$ cat src/verilog/ddc_ctrl_cfg.svh
// register offsets, field positions, reset values and timing counts
`ifndef DDC_CTRL_CFG_SVH
`define DDC_CTRL_CFG_SVH
`define ADDR_W            10
`define OFS_SYNC_GATE     10'h100
`define OFS_QUARTER_MIX   10'h101
`define OFS_FILTER_MODE   10'h102
`define OFS_HALFBAND      10'h103
`define OFS_DETECT_PIN    10'h104
`define OFS_COARSE_HIGH   10'h105
`define OFS_FINE_HIGH_LO  10'h106
`define OFS_FINE_HIGH_HI  10'h107
`define OFS_FINE_LOW_LO   10'h108
`define OFS_FINE_LOW_HI   10'h109
`define OFS_RESULT_A_TOP  10'h118
`define OFS_RESULT_B_LOW  10'h119
`define OFS_RESULT_B_MID  10'h11a
`define OFS_RESULT_B_TOP  10'h11b
`define OFS_OSC_CTRL      10'h11d
`define OFS_TUNE_0        10'h11e
`define OFS_TUNE_1        10'h11f
`define OFS_TUNE_2        10'h120
`define OFS_TUNE_3        10'h121
`define OFS_PHASE_LO      10'h122
`define OFS_PHASE_HI      10'h123
`define RST_BYTE          8'h00
`define RST_HALFBAND      3'h0
`define BIT_MASTER        0
`define BIT_DIV_EN        1
`define BIT_DIV_ONCE      2
`define BIT_OSC_EN        3
`define BIT_OSC_ONCE      4
`define BIT_HB_EN         5
`define BIT_HB_ONCE       6
`define BIT_MON_EN        7
`define BIT_MIX_EN        0
`define BIT_MIX_ONCE      1
`define SYNC_STAGES       2
`endif

$ cat src/verilog/ddc_ctrl_pkg.sv
// types shared by the downconverter control block
package ddc_ctrl_pkg;
    typedef struct packed {
        logic monitor;
        logic halfband;
        logic oscillator;
        logic divider;
        logic mix;
    } sync_targets_t;
    typedef struct packed {
        logic coarse_upper;
        logic fine_upper_flag;
        logic fine_lower_flag;
    } detect_flags_t;
endpackage : ddc_ctrl_pkg

$ cat src/verilog/ddc_sync_ctrl.sv
// register bank, sync distribution and fast detect pins of the downconverter
`timescale 1ns/1ps
`include "ddc_ctrl_cfg.svh"
module ddc_sync_ctrl
    import ddc_ctrl_pkg::*;
#(
    parameter int MAG_W = 13
) (
    // clock and reset
    input  wire logic               core_clk,
    input  wire logic               nrst,
    // register access
    input  wire logic [`ADDR_W-1:0] reg_addr,
    input  wire logic [7:0]         reg_wdata,
    input  wire logic               reg_wr,
    input  wire logic               reg_rd,
    output logic      [7:0]         reg_rdata,
    // sync
    input  wire logic               sync_pin,
    output sync_targets_t           sync_out,
    // filter and mix control
    output logic                    fir_enable,
    output logic                    fir_unity_gain,
    output logic                    complex_out,
    output logic                    mix_bypass,
    output logic      [1:0]         mix_start_state,
    output logic                    halfband_alt_phase,
    output logic                    halfband_reversal,
    output logic                    halfband_highpass,
    // oscillator control
    output logic                    osc_enable,
    output logic                    osc_amp_dither,
    output logic                    osc_phase_dither,
    output logic      [31:0]        tuning_word,
    output logic      [15:0]        phase_start,
    output logic                    osc_load,
    // channel data and status
    input  wire logic [MAG_W-1:0]   magnitude_a,
    input  wire logic [MAG_W-1:0]   magnitude_b,
    input  wire logic               chan_a_on,
    input  wire logic               chan_b_on,
    input  wire logic               lvds_interleaved,
    input  wire logic [19:0]        monitor_result_a,
    input  wire logic [19:0]        monitor_result_b,
    // fast detect pins
    output logic      [3:0]         fast_detect_pins_o,
    output logic      [3:0]         fast_detect_pins_oe
);
    logic          rst_meta_q;
    logic          rst_n;
    logic [7:0]    sync_gate_q;
    logic [1:0]    mix_ctrl_q;
    logic [1:0]    mix_start_q;
    logic [3:0]    filter_mode_q;
    logic [2:0]    halfband_q;
    logic [3:0]    detect_q;
    logic [2:0]    coarse_q;
    logic [12:0]   fine_high_q;
    logic [12:0]   fine_low_q;
    logic [2:0]    osc_ctrl_q;
    logic [31:0]   tune_q;
    logic [15:0]   phase_q;
    logic          osc_en_last_q;
    logic          lane_q;
    logic          sync_edge;
    logic          master;
    logic          wr_gate;
    logic          wr_mix;
    logic [7:0]    rd_d;
    detect_flags_t flags_a;
    detect_flags_t flags_b;

    // reset released through two flops; assert stays asynchronous
    always_ff @(posedge core_clk or negedge nrst) begin
        if (!nrst) begin
            rst_meta_q <= 1'b0;
            rst_n      <= 1'b0;
        end else begin
            rst_meta_q <= 1'b1;
            rst_n      <= rst_meta_q;
        end
    end

    sync_edge_detect u_sync (
        .core_clk  (core_clk),
        .rst_n     (rst_n),
        .sync_pin  (sync_pin),
        .sync_edge (sync_edge)
    );

    assign master  = sync_gate_q[`BIT_MASTER];
    assign wr_gate = reg_wr && reg_addr == `OFS_SYNC_GATE;
    assign wr_mix  = reg_wr && reg_addr == `OFS_QUARTER_MIX;

    // sync gating register: hardware clears one-shot enables, a host write wins
    always_ff @(posedge core_clk or negedge rst_n) begin
        if (!rst_n) begin
            sync_gate_q <= `RST_BYTE;
        end else if (wr_gate) begin
            sync_gate_q <= reg_wdata;
        end else if (sync_edge && master) begin
            if (sync_gate_q[`BIT_HB_EN] && sync_gate_q[`BIT_HB_ONCE]) begin
                sync_gate_q[`BIT_HB_EN] <= 1'b0;
            end
            if (sync_gate_q[`BIT_OSC_EN] && sync_gate_q[`BIT_OSC_ONCE]) begin
                sync_gate_q[`BIT_OSC_EN] <= 1'b0;
            end
            if (sync_gate_q[`BIT_DIV_EN] && sync_gate_q[`BIT_DIV_ONCE]) begin
                sync_gate_q[`BIT_DIV_EN] <= 1'b0;
            end
        end
    end

    // mixer control; the one-shot clears the mixer's own enable, not master
    always_ff @(posedge core_clk or negedge rst_n) begin
        if (!rst_n) begin
            mix_ctrl_q  <= '0;
            mix_start_q <= '0;
        end else if (wr_mix) begin
            mix_ctrl_q  <= reg_wdata[`BIT_MIX_ONCE:`BIT_MIX_EN];
            mix_start_q <= reg_wdata[5:4];
        end else if (sync_edge && master && mix_ctrl_q[`BIT_MIX_EN] && mix_ctrl_q[`BIT_MIX_ONCE]) begin
            mix_ctrl_q[`BIT_MIX_EN] <= 1'b0;
        end
    end

    // plain configuration registers
    always_ff @(posedge core_clk or negedge rst_n) begin
        if (!rst_n) begin
            filter_mode_q <= '0;
            halfband_q    <= `RST_HALFBAND;
            detect_q      <= '0;
            coarse_q      <= '0;
            fine_high_q   <= '0;
            fine_low_q    <= '0;
            osc_ctrl_q    <= '0;
            tune_q        <= '0;
            phase_q       <= '0;
        end else if (reg_wr) begin
            unique case (reg_addr)
                `OFS_FILTER_MODE:  filter_mode_q       <= reg_wdata[3:0];
                `OFS_HALFBAND:     halfband_q          <= reg_wdata[3:1];
                `OFS_DETECT_PIN:   detect_q            <= reg_wdata[3:0];
                `OFS_COARSE_HIGH:  coarse_q            <= reg_wdata[2:0];
                `OFS_FINE_HIGH_LO: fine_high_q[7:0]    <= reg_wdata;
                `OFS_FINE_HIGH_HI: fine_high_q[12:8]   <= reg_wdata[4:0];
                `OFS_FINE_LOW_LO:  fine_low_q[7:0]     <= reg_wdata;
                `OFS_FINE_LOW_HI:  fine_low_q[12:8]    <= reg_wdata[4:0];
                `OFS_OSC_CTRL:     osc_ctrl_q          <= reg_wdata[2:0];
                `OFS_TUNE_0:       tune_q[7:0]         <= reg_wdata;
                `OFS_TUNE_1:       tune_q[15:8]        <= reg_wdata;
                `OFS_TUNE_2:       tune_q[23:16]       <= reg_wdata;
                `OFS_TUNE_3:       tune_q[31:24]       <= reg_wdata;
                `OFS_PHASE_LO:     phase_q[7:0]        <= reg_wdata;
                `OFS_PHASE_HI:     phase_q[15:8]       <= reg_wdata;
                default:           ;
            endcase
        end
    end

    // read mux; unmapped offsets read zero
    always_comb begin
        rd_d = 8'h00;
        unique case (reg_addr)
            `OFS_SYNC_GATE:    rd_d = sync_gate_q;
            `OFS_QUARTER_MIX:  rd_d = {2'h0, mix_start_q, 2'h0, mix_ctrl_q[1:0]};
            `OFS_FILTER_MODE:  rd_d = {4'h0, filter_mode_q};
            `OFS_HALFBAND:     rd_d = {4'h0, halfband_q, 1'b1};
            `OFS_DETECT_PIN:   rd_d = {4'h0, detect_q};
            `OFS_COARSE_HIGH:  rd_d = {5'h00, coarse_q};
            `OFS_FINE_HIGH_LO: rd_d = fine_high_q[7:0];
            `OFS_FINE_HIGH_HI: rd_d = {3'h0, fine_high_q[12:8]};
            `OFS_FINE_LOW_LO:  rd_d = fine_low_q[7:0];
            `OFS_FINE_LOW_HI:  rd_d = {3'h0, fine_low_q[12:8]};
            `OFS_RESULT_A_TOP: rd_d = {4'h0, monitor_result_a[19:16]};
            `OFS_RESULT_B_LOW: rd_d = monitor_result_b[7:0];
            `OFS_RESULT_B_MID: rd_d = monitor_result_b[15:8];
            `OFS_RESULT_B_TOP: rd_d = {4'h0, monitor_result_b[19:16]};
            `OFS_OSC_CTRL:     rd_d = {5'h00, osc_ctrl_q};
            `OFS_TUNE_0:       rd_d = tune_q[7:0];
            `OFS_TUNE_1:       rd_d = tune_q[15:8];
            `OFS_TUNE_2:       rd_d = tune_q[23:16];
            `OFS_TUNE_3:       rd_d = tune_q[31:24];
            `OFS_PHASE_LO:     rd_d = phase_q[7:0];
            `OFS_PHASE_HI:     rd_d = phase_q[15:8];
            default:           rd_d = 8'h00;
        endcase
    end

    always_ff @(posedge core_clk or negedge rst_n) begin
        if (!rst_n) begin
            reg_rdata <= 8'h00;
        end else if (reg_rd) begin
            reg_rdata <= rd_d;
        end
    end

    // sync distribution, one cycle after the detected edge
    always_ff @(posedge core_clk or negedge rst_n) begin
        if (!rst_n) begin
            sync_out <= '0;
        end else begin
            sync_out.monitor    <= sync_edge && master && sync_gate_q[`BIT_MON_EN];
            sync_out.halfband   <= sync_edge && master && sync_gate_q[`BIT_HB_EN];
            sync_out.oscillator <= sync_edge && master && sync_gate_q[`BIT_OSC_EN];
            sync_out.divider    <= sync_edge && master && sync_gate_q[`BIT_DIV_EN];
            sync_out.mix        <= sync_edge && master && mix_ctrl_q[`BIT_MIX_EN];
        end
    end

    // phase offset reload on oscillator start or its sync
    always_ff @(posedge core_clk or negedge rst_n) begin
        if (!rst_n) begin
            osc_en_last_q <= 1'b0;
            osc_load      <= 1'b0;
        end else begin
            osc_en_last_q <= osc_ctrl_q[0];
            osc_load      <= (osc_ctrl_q[0] && !osc_en_last_q)
                             || (sync_edge && master && sync_gate_q[`BIT_OSC_EN]);
        end
    end

    // control levels straight from their registers
    assign fir_enable         = filter_mode_q[0];
    assign complex_out        = filter_mode_q[1];
    assign mix_bypass         = filter_mode_q[2];
    assign fir_unity_gain     = filter_mode_q[3];
    assign mix_start_state    = mix_start_q;
    assign halfband_highpass  = halfband_q[0];
    assign halfband_reversal  = halfband_q[1];
    assign halfband_alt_phase = halfband_q[2];
    assign osc_enable         = osc_ctrl_q[0];
    assign osc_amp_dither     = osc_ctrl_q[1];
    assign osc_phase_dither   = osc_ctrl_q[2];
    assign tuning_word        = tune_q;
    assign phase_start        = phase_q;

    // per-channel threshold flags
    threshold_compare #(.MAG_W(MAG_W)) u_cmp_a (
        .core_clk    (core_clk),
        .rst_n       (rst_n),
        .magnitude   (magnitude_a),
        .fine_high   (fine_high_q),
        .fine_low    (fine_low_q),
        .coarse_code (coarse_q),
        .flags       (flags_a)
    );

    threshold_compare #(.MAG_W(MAG_W)) u_cmp_b (
        .core_clk    (core_clk),
        .rst_n       (rst_n),
        .magnitude   (magnitude_b),
        .fine_high   (fine_high_q),
        .fine_low    (fine_low_q),
        .coarse_code (coarse_q),
        .flags       (flags_b)
    );

    // two pins per channel when not interleaved, the pair repeated on all four when interleaved; the mode picks which pair of flags they carry
    function automatic logic [1:0] pick_flags(input logic [2:0] mode, input detect_flags_t f);
        unique case (mode)
            3'h0:    pick_flags = {f.coarse_upper, f.fine_upper_flag};
            3'h1:    pick_flags = {f.fine_upper_flag, f.fine_lower_flag};
            3'h2:    pick_flags = {f.coarse_upper, f.fine_lower_flag};
            default: pick_flags = {f.coarse_upper, f.fine_upper_flag};
        endcase
    endfunction : pick_flags

    // interleaved lanes alternate channels each cycle unless one is off
    always_ff @(posedge core_clk or negedge rst_n) begin
        if (!rst_n) begin
            lane_q              <= 1'b0;
            fast_detect_pins_o  <= '0;
            fast_detect_pins_oe <= '0;
        end else begin
            lane_q <= ~lane_q;
            if (lvds_interleaved) begin
                if (chan_a_on && (!chan_b_on || !lane_q)) begin
                    fast_detect_pins_o <= {2{pick_flags(detect_q[3:1], flags_a)}};
                end else begin
                    fast_detect_pins_o <= {2{pick_flags(detect_q[3:1], flags_b)}};
                end
                fast_detect_pins_oe <= {4{detect_q[0] && (chan_a_on || chan_b_on)}};
            end else begin
                fast_detect_pins_o  <= {pick_flags(detect_q[3:1], flags_b),
                                        pick_flags(detect_q[3:1], flags_a)};
                fast_detect_pins_oe <= {4{detect_q[0]}};
            end
        end
    end
endmodule : ddc_sync_ctrl

$ cat src/verilog/sync_edge_detect.sv
// external sync input synchroniser and rising edge detector
`timescale 1ns/1ps
module sync_edge_detect (
    // clock and reset
    input  wire logic core_clk,
    input  wire logic rst_n,
    // pin and event
    input  wire logic sync_pin,
    output logic      sync_edge
);
    logic meta_q;
    logic stable_q;
    logic last_q;

    // meta_q feeds stable_q only
    always_ff @(posedge core_clk or negedge rst_n) begin
        if (!rst_n) begin
            meta_q   <= 1'b0;
            stable_q <= 1'b0;
            last_q   <= 1'b0;
        end else begin
            meta_q   <= sync_pin;
            stable_q <= meta_q;
            last_q   <= stable_q;
        end
    end

    assign sync_edge = stable_q & ~last_q;
endmodule : sync_edge_detect

$ cat src/verilog/threshold_compare.sv
// coarse and fine threshold comparison of one channel magnitude
`timescale 1ns/1ps
module threshold_compare
    import ddc_ctrl_pkg::*;
#(
    parameter int MAG_W = 13
) (
    // clock and reset
    input  wire logic             core_clk,
    input  wire logic             rst_n,
    // magnitude and limits
    input  wire logic [MAG_W-1:0] magnitude,
    input  wire logic [MAG_W-1:0] fine_high,
    input  wire logic [MAG_W-1:0] fine_low,
    input  wire logic [2:0]       coarse_code,
    // flags
    output detect_flags_t         flags
);
    logic [MAG_W-1:0] coarse_level;

    // each code step halves the coarse level from full scale
    assign coarse_level = {MAG_W{1'b1}} >> coarse_code;

    always_ff @(posedge core_clk or negedge rst_n) begin
        if (!rst_n) begin
            flags <= '0;
        end else begin
            flags.coarse_upper    <= magnitude >= coarse_level;
            flags.fine_upper_flag <= magnitude > fine_high;
            flags.fine_lower_flag <= magnitude < fine_low;
        end
    end
endmodule : threshold_compare

$ cat config.mk
export PLATFORM = sky130hd
export DESIGN_NAME = ddc_sync_ctrl
export DESIGN_NICKNAME = d
export VERILOG_FILES = /design/src/verilog/ddc_ctrl_pkg.sv /design/src/verilog/ddc_sync_ctrl.sv /design/src/verilog/sync_edge_detect.sv /design/src/verilog/threshold_compare.sv
export VERILOG_INCLUDE_DIRS = /design/src /design/src/verilog
export SDC_FILE = /design/constraint.sdc
export NUM_CORES = 1
export LEC_CHECK = 0
export BUFFER_PORTS_ARGS = -buffer_cell sky130_fd_sc_hd__buf_2
export CELL_PAD_IN_SITES_DETAIL_PLACEMENT = 1
export CELL_PAD_IN_SITES_GLOBAL_PLACEMENT = 1
export CORE_MARGIN = 3
export CORE_UTILIZATION = 31
export CTS_CLUSTER_SIZE = 28
export DETAILED_ROUTE_END_ITERATION = 8
export PLACE_DENSITY = 0.72
export SLEW_MARGIN = 20
export SYNTH_ARGS = -nofsm -noshare
export SYNTH_HDL_FRONTEND = slang
export SYNTH_SLANG_ARGS = --single-unit
$ cat constraint.sdc
create_clock -name core_clk -period 5.07 [get_ports core_clk]
set_input_delay 0.507 -clock core_clk [delete_from_list [all_inputs] [get_ports core_clk]]
set_output_delay 0.507 -clock core_clk [all_outputs]
set_load 0.005 [all_outputs]
After elaboration in Yosys (flattened, before gate mapping)
Index checks and enable logic that the tools add are counted.
{"block": "word_totals", "reg_bits": 138, "output_inout_bits": 82, "word_cells": 138}
{"block": "op_classes", "n_lt_le_gt_ge": 6, "eq_ne": 23, "shift": 1, "mux": 17, "n_bitwise": 3, "reduce_logical": 44}
{"cell": "equality test 10 x 9 -> 1 bit (second input constant)", "count": 21}
{"cell": "one-hot mux 8 bit (21 select lines)", "count": 1}
{"cell": "AND reduction 2 bit", "count": 18}
{"cell": ">= comparator 13 bit", "count": 2}
{"cell": "greater-than comparator 13 bit", "count": 2}
{"cell": "less-than comparator 13 bit", "count": 2}
{"cell": "logical AND 1 bit", "count": 15}
{"cell": ">> shifter 13 x 3 -> 13 bit (first input constant)", "count": 1}
{"cell": "two-way mux 4 bit", "count": 3}
{"cell": "two-way mux 1 bit", "count": 11}
{"cell": "nonzero test 2 bit", "count": 5}
{"cell": "one-hot mux 2 bit (2 select lines)", "count": 2}
{"cell": "equality test 3 x 1 -> 1 bit (second input constant)", "count": 1}
{"cell": "equality test 3 x 2 -> 1 bit (second input constant)", "count": 1}
{"cell": "logical NOT 1 bit", "count": 3}
{"cell": "logical OR 1 bit", "count": 3}
{"cell": "NOT 1 bit", "count": 2}
{"cell": "AND 1 bit", "count": 1}

Logic depth before layout (Yosys ltp)
Gate-level depths: netlist of the first run.
{"block": "logic_depth", "ltp_word": 7, "depth_mapped": 9}

Cells and area by module
From an unflattened synthesis of the first run, not the netlist that was laid out.
{"block": "hier_totals", "cells_unflattened": 749, "area_unflattened_um2": 8030.2}
{"module": "ddc_sync_ctrl", "instances": 1, "cells_per_inst": 521, "area_each_um2": 6172.2, "seq_area_each_um2": 3153.0}
{"module": "threshold_compare", "instances": 2, "cells_per_inst": 112, "area_each_um2": 884.6, "seq_area_each_um2": 75.1}
{"module": "sync_edge_detect", "instances": 1, "cells_per_inst": 4, "area_each_um2": 88.8, "seq_area_each_um2": 75.1}

Worst setup path after synthesis of the first run
No wires, ideal clock.
{"block": "synth_path", "path_type": "input port to flip-flop", "from": "in reg_addr[5]", "to": "reg fine_low_q[2]", "setup_time_ps": 125, "t_arrival_ps": 2092, "setup_slack_ps": 2853, "cell_stages": 7, "n_path_buf": 3, "path_cell_list": "buf_6 -> or4_4 -> buf_6 -> nor4_4 -> nand2_2 -> buf_6 -> mux2_4"}
{"block": "synth_between", "elab_chain_cells": 2}
{"item": "from (decl)", "line_no": "ddc_sync_ctrl.sv:13", "source": "input wire logic [`ADDR_W-1:0] reg_addr,"}
{"item": "equality test 10 x 9 -> 1 bit", "line_no": "ddc_sync_ctrl.sv:140", "source": "unique case (reg_addr)"}
{"item": "AND reduction 2 bit (no line)"}
{"item": "to (signal assigned)", "line_no": "ddc_sync_ctrl.sv:147", "source": "`OFS_FINE_LOW_LO: fine_low_q[7:0] <= reg_wdata;"}
{"item": "to (decl)", "line_no": "ddc_sync_ctrl.sv:59", "source": "logic [12:0] fine_low_q;"}
No other way between the ends.
A chain may end at the register's enable or synchronous reset.

Final worst setup path of the first run
{"block": "layout_path", "from": "in reg_addr[0]", "to": "reg fine_low_q[12]"}
The elaborated chain is that of the path after synthesis.

==> impl_metrics.csv, run 1 <==
group,metric,value,unit
logic_synthesis,synth-main-ff-cell,"dfrtp_1",
sta,rsz0062_at_grt,"false",
status,status,"completed",
sta,hold_viol_final,0,
logic_synthesis,ys_seq_area_share,43.2,%
detailed_routing,drt_iter0_drc,361,
sta,fmax,406,MHz
detailed_routing,vias,6765,
critical_path,crit_type,"input port to flop",
sta,fin_skew,0.0150,ns
critical_path,cpMaxStageDelayCell,"nor2_1",
critical_path,crit_cells,6,
logic_synthesis,synth.distinct_cells,69,
finish,finalNonFillerCells,1232,
global_route,antenna_found_initial,0,
cts,htreeDepth,4,
logic_synthesis,ys_warn_count,0,
detailed_routing,wl_per_cell,23.0,um
finish,syn2layout_area_growth,20.7,%
global_route,grt_use_met1,28.9,%
global_route,grt_pass1_wl,42.8,mm
floorplanning,die_x,165,um
logic_synthesis,synthCells,748,
logic_synthesis,syn-num-nets,904,
detailed_routing,postRouteAntennaNets,0,
finish,seq_area,3380,um^2
logic_synthesis,synth.top_cell.area_share,43.2,%
critical_path,reg2regPathDepth,8,
critical_path,cp.arrival,2.78,ns
placement,placed_cells,1199,
sta,setup_violations,0,
cts,clkLatencyLatePin,0.43,ns
global_route,grt_max_degree,57,
global_route,grt_pass1_vias,6995,
sta,timing.hold.ws,0.186,ns
sta,worst_slack,2.61,ns
worst_hold_path,hold-path-cell-count,1,
finish,drive_above_1_share,29.0,%
critical_path,crit_fanout,24,
floorplanning,io_pins,174,
detailed_routing,drt_wl_total,28.4,mm
cts,clk_transition_reported_paths,0.06,ns
logic_synthesis,synth_async_sr_flop_share,100,%
global_route,use_met2,33.8,%
cts,cts_buffer_depth,2,
detailed_routing,first_pass_iters,5,
worst_hold_path,hp-class,"input port to flop",
logic_synthesis,yosys-top-cells-area,"dfrtp_1, ha_1, mux2_2, nand2_1, o21ai_0",
critical_path,cp-end-kind,"flop",
floorplanning,die_h,165,um
logic_synthesis,synth_edf_count,0,
logic_synthesis,yosysMostFrequentCell,"dfrtp_1",
logic_synthesis,synthTopCellsByCount,"dfrtp_1, nand2_1, ha_1",
floorplanning,num_rows,57,
logic_synthesis,synthDominantAreaCellType,"dfrtp_1",
detailed_routing,drc,0,
critical_path,critPathMaxStageDelay,0.54,ns
pwr,vdd_drop_max,186,uV
detailed_routing,via_per_inst,5.49,
global_route,grt_use_met3,4.51,%
finish,diodes,0,
cts,numCtsBuffers,17,
floorplanning,coreArea,24500,um^2
sta,period_minus_slack,2.46,ns
critical_path,start_kind,"input port",
sta,final_max_slew_viol_count,0,
floorplanning,dieArea,27200,um^2
logic_synthesis,avgSynthCellArea,10.5,um^2
placement,dp_hpwl,21.4,mm
logic_synthesis,syn_area,7830,um^2
cts,cts_tree,"built",
cts,root_buffer,"clkbuf_16",
logic_synthesis,ys_ff_latch,135,
critical_path,critical-path-top-delay-family,"simple AND/OR/NAND/NOR gates",
global_route,grt.busiest_layer,"met2",
pwr,powerDensity,272,nW/um^2
pwr,p_leak,4.55,nW
finish,nets,1051,
sta,worst_pin_slew,0.915,ns
sta,setup_tns,0,ns
critical_path,path_cells,"buf_2 > buf_4 > nand2b_1 > nor2_1 > nand3_1 > mux2_2",
critical_path,timing.critical_path.required,5.39,ns
finish,n_fill_cell,2834,
placement,gp_congestion,0.897,
placement,place_ws,2.12,ns
critical_path,path_buf_inv,2,
global_route,grt-ovfl-total,0,
floorplanning,initial_core_util,31.9,%
sta,finalCritPeriodShare,48.6,%
global_route,grt_use_total,21.1,%
cts,cts_sinks,135,
placement,port_buffers,157,
sta,maxSlewHeadroom,38.9,%
finish,multi_input_area,4120,um^2
flow_run,drv_cap,0,
==> flip-flops by register name (all words and copies together) (netlist names), 2 cells and up <==
name and cells:
coarse_q 3, detect_q 4, fast_detect_pins_o 4, filter_mode_q 4
fine_high_q 13, fine_low_q 13, halfband_q 3, mix_ctrl_q 2
mix_start_state 2, osc_ctrl_q 3, phase_start 16, reg_rdata 8
sync_gate_q 8, sync_out 5, tuning_word 32, u_cmp_a.flags 3
u_cmp_b.flags 3
==> cell type report <==
cell class                      count  share of cell area, %
Multi-Input combinational cell    539                   43.7
Sequential cell                   135                   35.8
Timing Repair Buffer              163                   8.82
Clock buffer                       18                   4.54
Tap cell                          324                   4.29
Inverter                           39                   1.55
Clock inverter                     14                   1.32
==> kinds of logic (layout without fill, tap and decap cells) <==
logic type                 after synthesis  after routing  share of synthesized area, %
adders and majority gates               64             64                          10.2
DFF                                    135            135                          43.2
and+or+nand+nor                        206            206                          13.4
buffers and inverters                   74            234                          4.16
AOI/OAI and AO/OA                      172            172                          14.2
xor gates and xnor gates                 2              2                         0.224
other                                    1              1                        0.0479
muxes                                   94             94                          14.6
==> through the flow <==
| step | utilization (%) | total power, mW | cell area, um^2 |
|---|---|---|---|
| finish | 38.5 | 2.56 | 9440 |
| global route | 38.5 | 2.66 | 9440 |
| CTS | 38.5 | 2.57 | 9440 |
| detailed placement | 36.2 | 1.39 | 8880 |
| global placement | 36.2 | 1.38 | 8880 |
| floorplan | - | 1.26 | 7830 |
==> layout by cell type, fill, tap and decap left out, types with 3 or more instances in the layout <==
cell,n
mux2_1,15
nand2_1,82
mux2_4,4
dfrtp_1,134
nand3_1,34
o2111ai_1,4
nor4_1,3
inv_6,4
a22o_1,3
and2_1,9
buf_4,5
ha_1,64
nand4_1,6
o21ai_0,60
clkinvlp_4,3
mux2_2,49
clkbuf_16,17
nor3_1,9
or3_1,3
buf_2,157
nor2b_1,11
a2111oi_0,4
o2bb2ai_1,5
nand2b_1,4
o21bai_1,3
a21o_1,3
mux4_2,8
a31oi_1,7
inv_1,38
o21a_1,4
o211ai_1,8
a22oi_1,11
and3_1,7
a21oi_1,26
a32oi_1,10
mux2i_1,18
a211oi_1,4
clkinv_2,4
o22ai_1,4
nor2_1,19
==> worst reg2reg max path, stage by stage, from the launching register on <==
cell	delay, ns
dfrtp_1	0.39
inv_1	0.10
ha_1	0.30
nor2b_1	0.14
o211ai_1	0.15
a21boi_0	0.10
o21a_1	0.19
o311ai_0	0.38
a22oi_1	0.17
==> metal layers <==
metal	routed length (um)	up-vias
met4	576	0
met1	12800	3456
met2	13400	215
met3	1610	39
met5	0	-
li1	-	3055
==> path summary, 6_finish.rpt <==
kind,startpoint,end,slack [ns]
max,reg_addr[0],fine_low_q[12],2.61
min,sync_pin,u_sync.meta_q,0.19
max reg2reg,fine_high_q[1],u_cmp_b.flags[1],3.00
min reg2reg,rst_n,tuning_word[7],0.24
max in group asynchronous,rst_n,u_sync.last_q,3.74
min in group asynchronous,rst_n,tuning_word[7],0.24
==> power by group <==
group	internal (mW)	switching, mW	total [mW]
combinational	0.0924	0.159	0.252
sequential	1.10	0.0207	1.12
clock	0.677	0.518	1.20
==> repair_timing <==
item / in CTS / in global routing
gates resized for setup: 0 / 0
hold buffers: 1 / 0
hold endpoints to repair: 2 / 0
buffers inserted: 0 / 0
(Power assumes the default switching activity.)
==> run 2, diff against run 1 <==
--- a/config.mk
+++ b/config.mk
@@ -6,6 +6,7 @@
 export SDC_FILE = /design/constraint.sdc
 export NUM_CORES = 1
 export LEC_CHECK = 0
+export ABC_AREA = 1
 export BUFFER_PORTS_ARGS = -buffer_cell sky130_fd_sc_hd__buf_2
 export CELL_PAD_IN_SITES_DETAIL_PLACEMENT = 1
 export CELL_PAD_IN_SITES_GLOBAL_PLACEMENT = 1
@@ -13,7 +14,7 @@
 export CORE_UTILIZATION = 31
 export CTS_CLUSTER_SIZE = 28
 export DETAILED_ROUTE_END_ITERATION = 8
-export PLACE_DENSITY = 0.72
+export PLACE_DENSITY = 0.78
 export SLEW_MARGIN = 20
 export SYNTH_ARGS = -nofsm -noshare
 export SYNTH_HDL_FRONTEND = slang
==> constraint.sdc (replaced) <==
create_clock -name core_clk -period 2.26 [get_ports core_clk]
set_input_delay 0.226 -clock core_clk [delete_from_list [all_inputs] [get_ports core_clk]]
set_output_delay 0.226 -clock core_clk [all_outputs]
set_load 0.005 [all_outputs]
==> run 2 against run 1 <==
Against the previous run: combinational power up 110%; utilization grew 0.56 points; clock skew shrank 0.0042 ns; cell area grew 1.4%; synthesized area down 0.34%; hold slack worse by 0.12 ns; flip-flop and latch count unchanged; clock power rose by 130%; largest power group unchanged.
==> impl_metrics.csv, run 2 <==
group,metric,value,unit
status,status,"completed",
pwr,p_leak,4.93,nW
floorplanning,die_h,165,um
pwr,pwr-share-clk,48.0,%
cts,root_buffer,"clkbuf_16",
pwr,swShare,25.4,%
cts,cts_resized,0,
cts,cts_tree,"built",
logic_synthesis,ys_ff_latch,135,
sta,period_minus_slack,1.79,ns
sta,final_max_slew_viol_count,0,
critical_path,rr_startpoint,"coarse_q[2]",
detailed_routing,vias,7709,
pwr,p_total,5.83,mW
global_route,grt_pass1_vias,7903,
cts,htreeDepth,4,
logic_synthesis,synthTopCellsByCount,"nand2_1, dfrtp_1, inv_1",
critical_path,r2r_slack,0.47,ns
detailed_routing,via_per_inst,5.12,
finish,diodes,0,
logic_synthesis,synth-main-ff-cell,"dfrtp_1",
worst_hold_path,hold-path-cell-count,3,
pwr,powerDensity,608,nW/um^2
critical_path,critPathMaxStageDelay,0.46,ns
cts,clkLatencyLatePin,0.43,ns
pwr,pwr-share-seq,43.0,%
flow_run,drv_cap,0,
logic_synthesis,synthCells,1008,
critical_path,cp-end-kind,"flop",
detailed_routing,drt_iter0_drc,463,
critical_path,path_cells,"inv_1 > a21oi_1 > ha_1 > a21oi_1 > nand2_1 > nand2_1 > o2111ai_1",
critical_path,cp.arrival,2.05,ns
critical_path,crit_fanout,5,
logic_synthesis,synth.distinct_cells,34,
critical_path,crit_type,"flop to flop",
finish,drive_above_1_share,19.9,%
floorplanning,io_pins,174,
sta,setup_tns,0,ns
detailed_routing,postRouteAntennaNets,0,
worst_hold_path,holdPathEnd,"sync_gate_q[7]",
logic_synthesis,syn_area,7800,um^2
global_route,grt-ovfl-total,0,
finish,finalNonFillerCells,1507,
finish,design_area,9580,um^2
sta,finalCritPeriodShare,79.1,%
sta,worst_pin_slew,0.835,ns
placement,place_ws,0.250,ns
critical_path,cpMaxStageDelayCell,"dfrtp_1",
sta,timing.hold.ws,0.0635,ns
global_route,grt_max_degree,58,
placement,placed_cells,1473,
placement,dp_hpwl,22.3,mm
detailed_routing,drc,0,
floorplanning,dieArea,27100,um^2
logic_synthesis,synthDominantAreaCellType,"dfrtp_1",
floorplanning,die_x,165,um
critical_path,rr_endpoint,"u_cmp_a.flags[2]",
cts,numCtsBuffers,17,
finish,largest_reg_flops,32,
placement,gp_congestion,0.912,
logic_synthesis,synth.top_cell.area_share,43.3,%
critical_path,timing.critical_path.required,2.52,ns
critical_path,start_kind,"flop",
finish,n_fill_cell,3080,
finish,final_common_cell,"nand2_1",
global_route,grt_pass1_wl,43.8,mm
global_route,grt_use_total,21.3,%
floorplanning,coreArea,24500,um^2
sta,fin_skew,0.0109,ns
cts,clk_transition_reported_paths,0.06,ns
finish,syn2layout_area_growth,22.8,%
logic_synthesis,synth_edf_count,0,
sta,maxSlewHeadroom,44.3,%
logic_synthesis,avgSynthCellArea,7.74,um^2
pwr,vdd_drop_max,452,uV
pwr,power.internal,4.35,mW
logic_synthesis,yosys-top-cells-area,"dfrtp_1, nand2_1, ha_1, nand3_1, o21ai_1",
worst_hold_path,hp-class,"input port to flop",
sta,rsz0062_at_grt,"false",
floorplanning,num_rows,57,
pwr,switchingPower,1.48,mW
detailed_routing,drt_wl_total,28.5,mm
sta,worst_slack,0.472,ns
critical_path,reg2regPathDepth,7,
logic_synthesis,synth_async_sr_flop_share,100,%
sta,fmax,559,MHz
finish,nets,1326,
logic_synthesis,syn-num-nets,1164,
placement,port_buffers,157,
detailed_routing,wl_per_cell,18.9,um
logic_synthesis,ys_warn_count,0,
sta,setup_violations,0,
detailed_routing,first_pass_iters,5,
finish,final_util,39.1,%
cts,cts_buffer_depth,2,
placement,dpl-instance-area,8970,um^2
cts,cts_sinks,135,
cts,cts_setup_buffers,0,
floorplanning,initial_core_util,31.8,%
global_route,antenna_found_initial,0,
worst_hold_path,hold_start,"reg_wdata[7]",
logic_synthesis,yosysMostFrequentCell,"nand2_1",
finish,layout_common_cells,"nand2_1, buf_2, dfrtp_1, inv_1, nor2_1",
pwr,power_frac_comb,9.0,%
sta,hold_viol_final,0,
logic_synthesis,ys_seq_area_share,43.3,%
==> run 2: cell count changes after synthesis, sizes merged, moves of 19 or more <==
cell   before  now
o21ai      61  117
nand2      83  302
inv        38   95
mux2       68    0
nand3      34   77
a21oi      26   45
nor2       21   95
==> run 2: logic make-up (layout without fill, tap and decap cells) <==
| family | Yosys count | count (layout) | share of synthesized area (%) |
|---|---|---|---|
| AND/OR/NAND/NOR | 509 | 509 | 28.2 |
| AO/OA/AOI/OAI | 179 | 179 | 12.1 |
| flip-flops | 135 | 135 | 43.3 |
| buffers and inverters | 120 | 295 | 6.13 |
| adder cells (fa/ha/maj) | 64 | 64 | 10.3 |
| other | 1 | 1 | 0.0481 |
==> run 2: repair_timing <==
action,4_1_cts,5_1_grt
hold buffers,2,0
setup endpoints to repair,0,0
hold endpoints to repair,3,0
==> run 2: worst max-delay path, delay by kind of cell (launching register included) <==
kind / cells / cell delay, ns
compound gates: 3 / 0.56
flops: 1 / 0.46
fa+ha+maj: 1 / 0.31
buf+inv: 1 / 0.16
simple gates: 2 / 0.12
==> run 2: how the worst max path moves through the flow <==
stage	endpoint	depth (start not counted)	start	slack (ns)
after floorplan	coarse_q[0]	0	rst_n	0.02
after global placement	fine_high_q[2]	9	reg_addr[7]	0.36
after detailed placement	fine_high_q[0]	9	reg_addr[7]	0.25
after CTS	u_cmp_a.flags[2]	7	coarse_q[2]	0.45
after global routing	u_cmp_a.flags[2]	7	coarse_q[2]	0.31
final	u_cmp_a.flags[2]	7	coarse_q[2]	0.47
==> run 2: power by group through the flow <==
| stage | clock network [mW] | registers (mW) | logic [mW] |
|---|---|---|---|
| detailed placement | 0 | 2.55 | 0.518 |
| global route | 2.97 | 2.51 | 0.588 |
| CTS | 2.84 | 2.51 | 0.524 |
| finish | 2.80 | 2.51 | 0.522 |
| global placement | 0 | 2.55 | 0.494 |
| floorplan | 0 | 2.57 | 0.238 |
==> run 2: layer usage <==
metal  part of all wire, %  vias up  global-route usage, %
li1                      -     3673                      -
met1                    44     3797                   27.9
met2                    49      208                   36.0
met3                   5.6       31                   4.54
met4                   1.5        0                   4.92
met5                     0        -                      0
==> run 2: layout make-up <==
class | count | area [um^2] | share of cell area [%]
sequential | 135 | 3380 | 35.3
clock buffer | 21 | 470 | 4.91
clock inverter | 11 | 124 | 1.29
inverter | 95 | 357 | 3.72
multi-input combinational | 753 | 3940 | 41.2
timing repair buffer | 168 | 898 | 9.38
tap | 324 | 405 | 4.23
